File: src/cache_dis_pkg.sv
// constants, field positions and state codes for the cache disable sequencer
// assumes one 250 MHz clock and an asynchronous active-high reset
package cache_dis_pkg;

	// ----------------------------------------------------------------
	// interrupt status layout
	// ----------------------------------------------------------------
	localparam int IRQ_W = 4;
	localparam int IRQ_DISABLE_DONE = 0;
	localparam int IRQ_MAINT_DONE = 1;
	localparam int IRQ_MAINT_IGNORED = 2;
	localparam int IRQ_ENABLE_DONE = 3;
	localparam logic [IRQ_W-1:0] IRQ_RESET = 4'h0;

	// ----------------------------------------------------------------
	// whole-cache maintenance trigger field
	// ----------------------------------------------------------------
	localparam int TRIG_CLEAN_BIT = 0;
	localparam int TRIG_INVAL_BIT = 1;
	localparam logic [1:0] MAINT_NONE = 2'h0;
	localparam logic [1:0] MAINT_CLEAN = 2'h1;
	localparam logic [1:0] MAINT_INVAL = 2'h2;
	localparam logic [1:0] MAINT_BOTH = 2'h3;

	// ----------------------------------------------------------------
	// reset values
	// ----------------------------------------------------------------
	localparam logic CACHE_ON_RESET = 1'b0;
	localparam logic GRANT_RESET = 1'b0;

	// ----------------------------------------------------------------
	// sequencer states
	// ----------------------------------------------------------------
	typedef enum logic [3:0] {
		ST_IDLE = 4'h1,
		ST_MANUAL = 4'h2,
		ST_AUTO = 4'h4,
		ST_APPLY = 4'h8
	} seq_state_t;

endpackage

File: src/cache_disable_sequencer.sv
// cache on/off sequencer with auto clean, bus stall and secure rights
// assumes command strobes are one-cycle pulses synchronous to ref_clk
// and that an outside maintenance engine answers maint_start with
// one maint_done pulse
module cache_disable_sequencer
	import cache_dis_pkg::*;
(
	input wire logic ref_clk,
	input wire logic sys_rst,
	input wire logic dis_maint_bypass,
	input wire logic cfg_write,
	input wire logic cfg_secure,
	input wire logic cfg_enable_bit,
	input wire logic cfg_grant_bit,
	input wire logic maint_req,
	input wire logic maint_secure,
	input wire logic [1:0] maint_type,
	input wire logic maint_done,
	input wire logic irq_clear_write,
	input wire logic [cache_dis_pkg::IRQ_W-1:0] irq_clear_data,
	input wire logic irq_enable_write,
	input wire logic [cache_dis_pkg::IRQ_W-1:0] irq_enable_data,
	input wire logic state_read_req,
	input wire logic state_read_secure,
	output logic cache_enabled,
	output logic ongoing_en_dis,
	output logic ongoing_maint,
	output logic ahb_stall,
	output logic maint_start,
	output logic [1:0] maint_kind,
	output logic ns_state_read_granted,
	output logic state_read_valid,
	output logic state_read_data,
	output logic state_read_refused,
	output logic [cache_dis_pkg::IRQ_W-1:0] secure_irq_status,
	output logic [cache_dis_pkg::IRQ_W-1:0] secure_irq_enable,
	output logic secure_irq
);

	seq_state_t state_reg;
	seq_state_t state_next;
	logic pend_reg;
	logic pend_next;
	logic target_reg;
	logic target_next;
	logic sec_wr;
	logic dis_req;
	logic en_req;
	logic maint_ok;
	logic maint_bad;
	logic [IRQ_W-1:0] irq_set;

	// ----------------------------------------------------------------
	// command decode
	// ----------------------------------------------------------------

	// only secure writes reach the on/off control
	always_comb begin
		sec_wr = cfg_write && cfg_secure;
		// zero in the enable bit is the disable command
		dis_req = sec_wr && !cfg_enable_bit
			&& cache_enabled && !ongoing_en_dis;
		en_req = sec_wr && cfg_enable_bit && !cache_enabled
			&& (state_reg == ST_IDLE);
		// disabled cache takes invalidate-all only
		maint_ok = maint_req && maint_secure && (maint_type != MAINT_NONE)
			&& (state_reg == ST_IDLE)
			&& (cache_enabled || maint_type == MAINT_INVAL);
		maint_bad = maint_req && (maint_type != MAINT_NONE) && !maint_ok;
	end

	// ----------------------------------------------------------------
	// sequencer
	// ----------------------------------------------------------------

	// next state, pending disable and transition target
	always_comb begin
		state_next = state_reg;
		pend_next = pend_reg;
		target_next = target_reg;
		unique case (state_reg)
			ST_IDLE: begin
				if (maint_ok) begin
					state_next = ST_MANUAL;
					pend_next = dis_req;
					target_next = 1'b0;
				end else if (dis_req) begin
					target_next = 1'b0;
					// bypass applies the disable without cleaning
					state_next = dis_maint_bypass ? ST_APPLY
						: ST_AUTO;
				end else if (en_req) begin
					target_next = 1'b1;
					state_next = ST_APPLY;
				end
			end
			ST_MANUAL: begin
				if (dis_req) begin
					pend_next = 1'b1;
				end
				if (maint_done) begin
					pend_next = 1'b0;
					if (pend_reg || dis_req) begin
						state_next = dis_maint_bypass ? ST_APPLY : ST_AUTO;
					end else begin
						state_next = ST_IDLE;
					end
				end
			end
			ST_AUTO: begin
				// disable applies only after the clean ends
				if (maint_done) begin
					state_next = ST_APPLY;
				end
			end
			ST_APPLY: begin
				state_next = ST_IDLE;
			end
		endcase
	end

	// state register
	always_ff @(posedge ref_clk or posedge sys_rst) begin
		if (sys_rst) begin
			state_reg <= ST_IDLE;
		end else begin
			state_reg <= state_next;
		end
	end

	// pending disable and direction of transition
	always_ff @(posedge ref_clk or posedge sys_rst) begin
		if (sys_rst) begin
			pend_reg <= 1'b0;
			target_reg <= 1'b0;
		end else begin
			pend_reg <= pend_next;
			target_reg <= target_next;
		end
	end

	// enabled status changes only as the transition completes
	always_ff @(posedge ref_clk or posedge sys_rst) begin
		if (sys_rst) begin
			cache_enabled <= CACHE_ON_RESET;
		end else if (state_reg == ST_APPLY) begin
			cache_enabled <= target_reg;
		end
	end

	// status flags and bus stall follow the next state
	always_ff @(posedge ref_clk or posedge sys_rst) begin
		if (sys_rst) begin
			ongoing_en_dis <= 1'b0;
			ongoing_maint <= 1'b0;
			ahb_stall <= 1'b0;
		end else begin
			ongoing_en_dis <= (state_next == ST_AUTO)
				|| (state_next == ST_APPLY) || pend_next;
			ongoing_maint <= (state_next == ST_MANUAL);
			ahb_stall <= (state_next == ST_AUTO);
		end
	end

	// start pulse and kind for the maintenance engine
	always_ff @(posedge ref_clk or posedge sys_rst) begin
		if (sys_rst) begin
			maint_start <= 1'b0;
			maint_kind <= MAINT_NONE;
		end else begin
			maint_start <= 1'b0;
			if (state_reg != ST_MANUAL && state_next == ST_MANUAL) begin
				maint_start <= 1'b1;
				maint_kind <= maint_type;
			end else if (state_reg != ST_AUTO && state_next == ST_AUTO) begin
				maint_start <= 1'b1;
				maint_kind <= MAINT_CLEAN;
			end
		end
	end

	// ----------------------------------------------------------------
	// non-secure rights
	// ----------------------------------------------------------------

	// grant bit, shown in the rights status
	always_ff @(posedge ref_clk or posedge sys_rst) begin
		if (sys_rst) begin
			ns_state_read_granted <= GRANT_RESET;
		end else if (sec_wr) begin
			ns_state_read_granted <= cfg_grant_bit;
		end
	end

	// state read answer, refused for ungranted non-secure reads
	always_ff @(posedge ref_clk or posedge sys_rst) begin
		if (sys_rst) begin
			state_read_valid <= 1'b0;
			state_read_data <= 1'b0;
			state_read_refused <= 1'b0;
		end else begin
			state_read_valid <= 1'b0;
			state_read_refused <= 1'b0;
			state_read_data <= 1'b0;
			if (state_read_req) begin
				if (state_read_secure || ns_state_read_granted) begin
					state_read_valid <= 1'b1;
					state_read_data <= cache_enabled;
				end else begin
					state_read_refused <= 1'b1;
				end
			end
		end
	end

	// ----------------------------------------------------------------
	// interrupt flags
	// ----------------------------------------------------------------

	// completion and ignored-request events
	always_comb begin
		irq_set = IRQ_RESET;
		irq_set[IRQ_DISABLE_DONE] = (state_reg == ST_APPLY)
			&& !target_reg;
		irq_set[IRQ_ENABLE_DONE] = (state_reg == ST_APPLY) && target_reg;
		irq_set[IRQ_MAINT_DONE] = (state_reg == ST_MANUAL)
			&& maint_done;
		irq_set[IRQ_MAINT_IGNORED] = maint_bad;
	end

	secure_irq_regs irq_regs (
		.ref_clk(ref_clk),
		.sys_rst(sys_rst),
		.set_vec(irq_set),
		.clear_write(irq_clear_write),
		.clear_data(irq_clear_data),
		.enable_write(irq_enable_write),
		.enable_data(irq_enable_data),
		.secure_irq_status(secure_irq_status),
		.secure_irq_enable(secure_irq_enable),
		.secure_irq(secure_irq)
	);
endmodule

File: src/secure_irq_regs.sv
// secure interrupt status, enable and clear logic
// assumes set pulses from the sequencer and write strobes from software
module secure_irq_regs
	import cache_dis_pkg::*;
(
	input wire logic ref_clk,
	input wire logic sys_rst,
	input wire logic [cache_dis_pkg::IRQ_W-1:0] set_vec,
	input wire logic clear_write,
	input wire logic [cache_dis_pkg::IRQ_W-1:0] clear_data,
	input wire logic enable_write,
	input wire logic [cache_dis_pkg::IRQ_W-1:0] enable_data,
	output logic [cache_dis_pkg::IRQ_W-1:0] secure_irq_status,
	output logic [cache_dis_pkg::IRQ_W-1:0] secure_irq_enable,
	output logic secure_irq
);

	logic [IRQ_W-1:0] status_next;
	logic [IRQ_W-1:0] enable_next;

	// ----------------------------------------------------------------
	// next values: a set in the clear cycle survives
	// ----------------------------------------------------------------
	always_comb begin
		status_next = secure_irq_status;
		if (clear_write) begin
			status_next = status_next & ~clear_data;
		end
		status_next = status_next | set_vec;
		enable_next = enable_write ? enable_data : secure_irq_enable;
	end

	// status flags
	always_ff @(posedge ref_clk or posedge sys_rst) begin
		if (sys_rst) begin
			secure_irq_status <= IRQ_RESET;
		end else begin
			secure_irq_status <= status_next;
		end
	end

	// enable mask
	always_ff @(posedge ref_clk or posedge sys_rst) begin
		if (sys_rst) begin
			secure_irq_enable <= IRQ_RESET;
		end else begin
			secure_irq_enable <= enable_next;
		end
	end

	// registered interrupt line, aligned with the flags
	always_ff @(posedge ref_clk or posedge sys_rst) begin
		if (sys_rst) begin
			secure_irq <= 1'b0;
		end else begin
			secure_irq <= |(status_next & enable_next);
		end
	end
endmodule

File: config.mk
export PLATFORM = sky130hd
export DESIGN_NAME = cache_disable_sequencer
export DESIGN_NICKNAME = d
export VERILOG_FILES = /design/src/cache_dis_pkg.sv /design/src/cache_disable_sequencer.sv /design/src/secure_irq_regs.sv
export SDC_FILE = /design/constraint.sdc
export NUM_CORES = 1
export LEC_CHECK = 0
export CELL_PAD_IN_SITES_DETAIL_PLACEMENT = 0
export CELL_PAD_IN_SITES_GLOBAL_PLACEMENT = 2
export CORE_AREA = 2 2 75 77
export CTS_CLUSTER_DIAMETER = 40
export DETAILED_ROUTE_END_ITERATION = 12
export DIE_AREA = 0 0 77 79
export DONT_BUFFER_PORTS = 1
export PLACE_DENSITY = 0.54
export REMOVE_ABC_BUFFERS = 1
export SYNTH_ARGS = -nofsm -noshare
export SYNTH_HDL_FRONTEND = slang
export SYNTH_SLANG_ARGS = --single-unit
File: constraint.sdc
create_clock -name ref_clk -period 2.2 [get_ports ref_clk]
set_clock_uncertainty 0.1 [all_clocks]
set_input_delay 0.44 -clock ref_clk [delete_from_list [all_inputs] [get_ports ref_clk]]
set_output_delay 0.44 -clock ref_clk [all_outputs]
set_load 0.01 [all_outputs]
==> impl_results.md <==
- H-tree lvl count: 1
- Initial core utilization: 0.2398
- Min Tclk post-route: 2.235 ns
- Placement Rows: 27
- All-Layer GR Usage: 0.1187
- Critical Setup Path Class: register to register
- Die height: 79 um
- Critical Path RT: 2.26 ns
- I/O pin count: between 40 and 50
- P_leak: between 0.0008 and 0.0009 uW
- Clk Latency, worst-skew pair: 0.27 ns
- Placed instance area: roughly 0.0015 mm2
- Vias in the first global route: 1057
- Width of the die: 77 um
- Starting DRT DRC Count: 24
- RSZ-0062 raised after global routing: true
- FF+latch count, synth: 26
- Hold Vio Cnt, Final: 0
- Largest cells by area after synthesis: dfrtp_1 49%, mux2_2 5.3%, nand2_1 5.0%
- Core Region: 0.005338 mm2
- EDFF count, synth: 0
- R2r worst-path depth: 7
- Mapped Area: 0.001280 mm2
- Critical R2R Launch: state_reg[3]
- CP Max Fanout: 7
- Cell area after layout: 0.001747 mm2
- Rel. slew slack: 0.5612
- Placed Cells: between 200 and 250
- Die area: 0.006083 mm2
- Post-layout util: 0.3272
- Peak supply drop: 0.0004157 V
- Via Count: 1021
- Share of the synthesized area in the top cell type: 0.4888
- Gate Count Post-Synth: around 110
- Syn Area/Cell: roughly 11 um2
- Final WS setup: -0.03501 ns
- Clk buf depth: 2
- Grt ovf: 0
- Register area share after synthesis: 0.5093
- Synthesis warning total: 0
- Final GP Congestion: 0.7763
- First-pass iteration count of the detailed router: 4
- CTS tree: yes
- Wirelength, routed: approximately 3.5 mm
- Worst r2r dst: maint_kind[0]
- Top FF cell, synth: dfrtp_1
- Final cell count without fillers: 219
- Max Clk Rate: 447.4 MHz
- Post-route DRC: 0
- First-pass GRT wire length: between 5 and 6 mm
- Maxcap violations: 0
- Largest net degree at the start of global routing: 17
- Max Slew Vio Count: 0
- PortBufs: 0
- Share of layout cells above drive strength 1: 0.4218
- Slowest Stage Delay on Critical Path: between 0.4 and 0.5 ns
- Area growth, synth to finish: 36.46%
- Critical Path Start Type: register
- Arrival @ worst endpoint: 2.30 ns
- Most frequent cells after synthesis: 25 x dfrtp_1, 17 x nand2_1, 8 x o21ai_0
- Async set or reset register ratio after synthesis: 1.000
- Pwr Density: approximately 1300 mW/mm2
- Hpwl dp: 2.710 mm
- Final setup fails: 2
- Setup_tns: -0.06146 ns
- CP Cell Sequence: buf_6 > xor2_1 > o211ai_1 > nand2_4 > o32ai_4 > and4b_4 > a221o_1
- Most frequent cell after synthesis: dfrtp_1
- TritonCTS Buffers: 3
- Setup crit end kind: register
- Clock transition at path regs: 0.09 ns
- Violated checks: negative setup slack
- N_diodes: 0
- Tightest Hold Check Type: primary input to async pin
- Slowest CP cell: dfrtp_2
- Nets: 172
- Status: complete, but fails checks
- CTS Sinks: 26
- Initial antenna violation count: 0
- Post-DRT Antenna Nets: 0
- Per-cell routed wire length: 16.12 um
- Root Driver: clkbuf_8
- Final period utilization: 1.016
- Netlist cell types: 37
- Cell taking the most area after synthesis: dfrtp_1
- Avg Vias per Cell: approximately 4.7
- Tightest Pin Transition: 0.6575 ns
- R2r setup slk: -0.04 ns
-- worst max-delay path: cells and delay by family (launching register included) --
family	cells	cell delay, ns
AOI/OAI and AO/OA	3	0.92
xor gates and xnor gates	1	0.13
buffers and inverters	1	0.15
DFF	1	0.46
and+or+nand+nor	2	0.36
-- area by class of cell --
type	instances	area (um2)
repair buffers	33	259.0
inverters	6	22.52
fillers	575	3591
flip-flops and latches	26	655.6
multi-input cells	78	648.1
clock inverters	1	30.03
clock buffers	3	41.29
well taps	72	90.09
-- metrics by stage --
| stage | hold WS [ns] | setup slack [ns] | total power [uW] |
|---|---|---|---|
| floorplan | 0.3780 | 0.03066 | 1238 |
| global placement | 0.3651 | -0.07657 | 1553 |
| detailed placement | 0.3609 | -0.1204 | 1556 |
| CTS | 0.05133 | -0.08949 | 2088 |
| global route | 0.07614 | -0.1210 | 2347 |
| finish | 0.03658 | -0.03501 | 2199 |
-- repair_timing --
item	4_1_cts	5_1_grt
hold buffers	0	0
buffers inserted	6	6
pin swaps	4	7
endpoints found under the setup margin	2	4
resized for setup	9	10
hold endpoints to repair	0	0
-- placed cells by master (no fill, tap or decap), types with 2 or more instances in the layout --
cell	Yosys	final
dfrtp_2	0	3
o21ai_0	8	7
o21a_1	2	2
nand2_1	17	16
buf_6	2	3
clkbuf_8	0	3
buf_4	0	30
a21o_1	2	2
inv_1	6	6
a221o_1	2	2
nor2_1	5	5
nand4b_1	2	2
dfrtp_1	25	22
nor3_1	3	2
xor2_1	3	3
mux2_2	6	6
a21oi_2	0	2
a22o_1	5	5
nor4b_4	1	2
-- per-layer routing --
metal,GRT usage,part of all wire,up-vias
met4,0.03214,0.010,0
met1,0.1387,0.40,506
met5,0,0,-
met3,0.03295,0.052,5
met2,0.2140,0.53,29
li1,-,-,481
-- logic make-up after synthesis --
kind of cell,after synthesis,synth area share
buffers and inverters,9,0.03909
AOI/OAI and AO/OA,28,0.1750
DFF,26,0.5093
xor gates and xnor gates,3,0.02053
and+or+nand+nor,40,0.1955
muxes,7,0.06060
-- where the power goes --
part / internal, uW / switching [uW] / total, uW
registers: 629 / 163 / 791
clock network: 244 / 151 / 395
logic: 557 / 456 / 1010
-- how the worst max path moves through the flow --
stage	to	startpoint	slack [ns]
after global placement	maint_kind[0]	state_reg[1]	-0.08
after detailed placement	maint_kind[0]	state_reg[0]	-0.12
final	maint_kind[0]	state_reg[3]	-0.04
after CTS	maint_kind[0]	state_reg[0]	-0.09
after global routing	maint_start	state_reg[3]	-0.12
after floorplan	maint_kind[0]	state_reg[0]	0.03
Note: power is estimated with default switching activity, not from simulation.
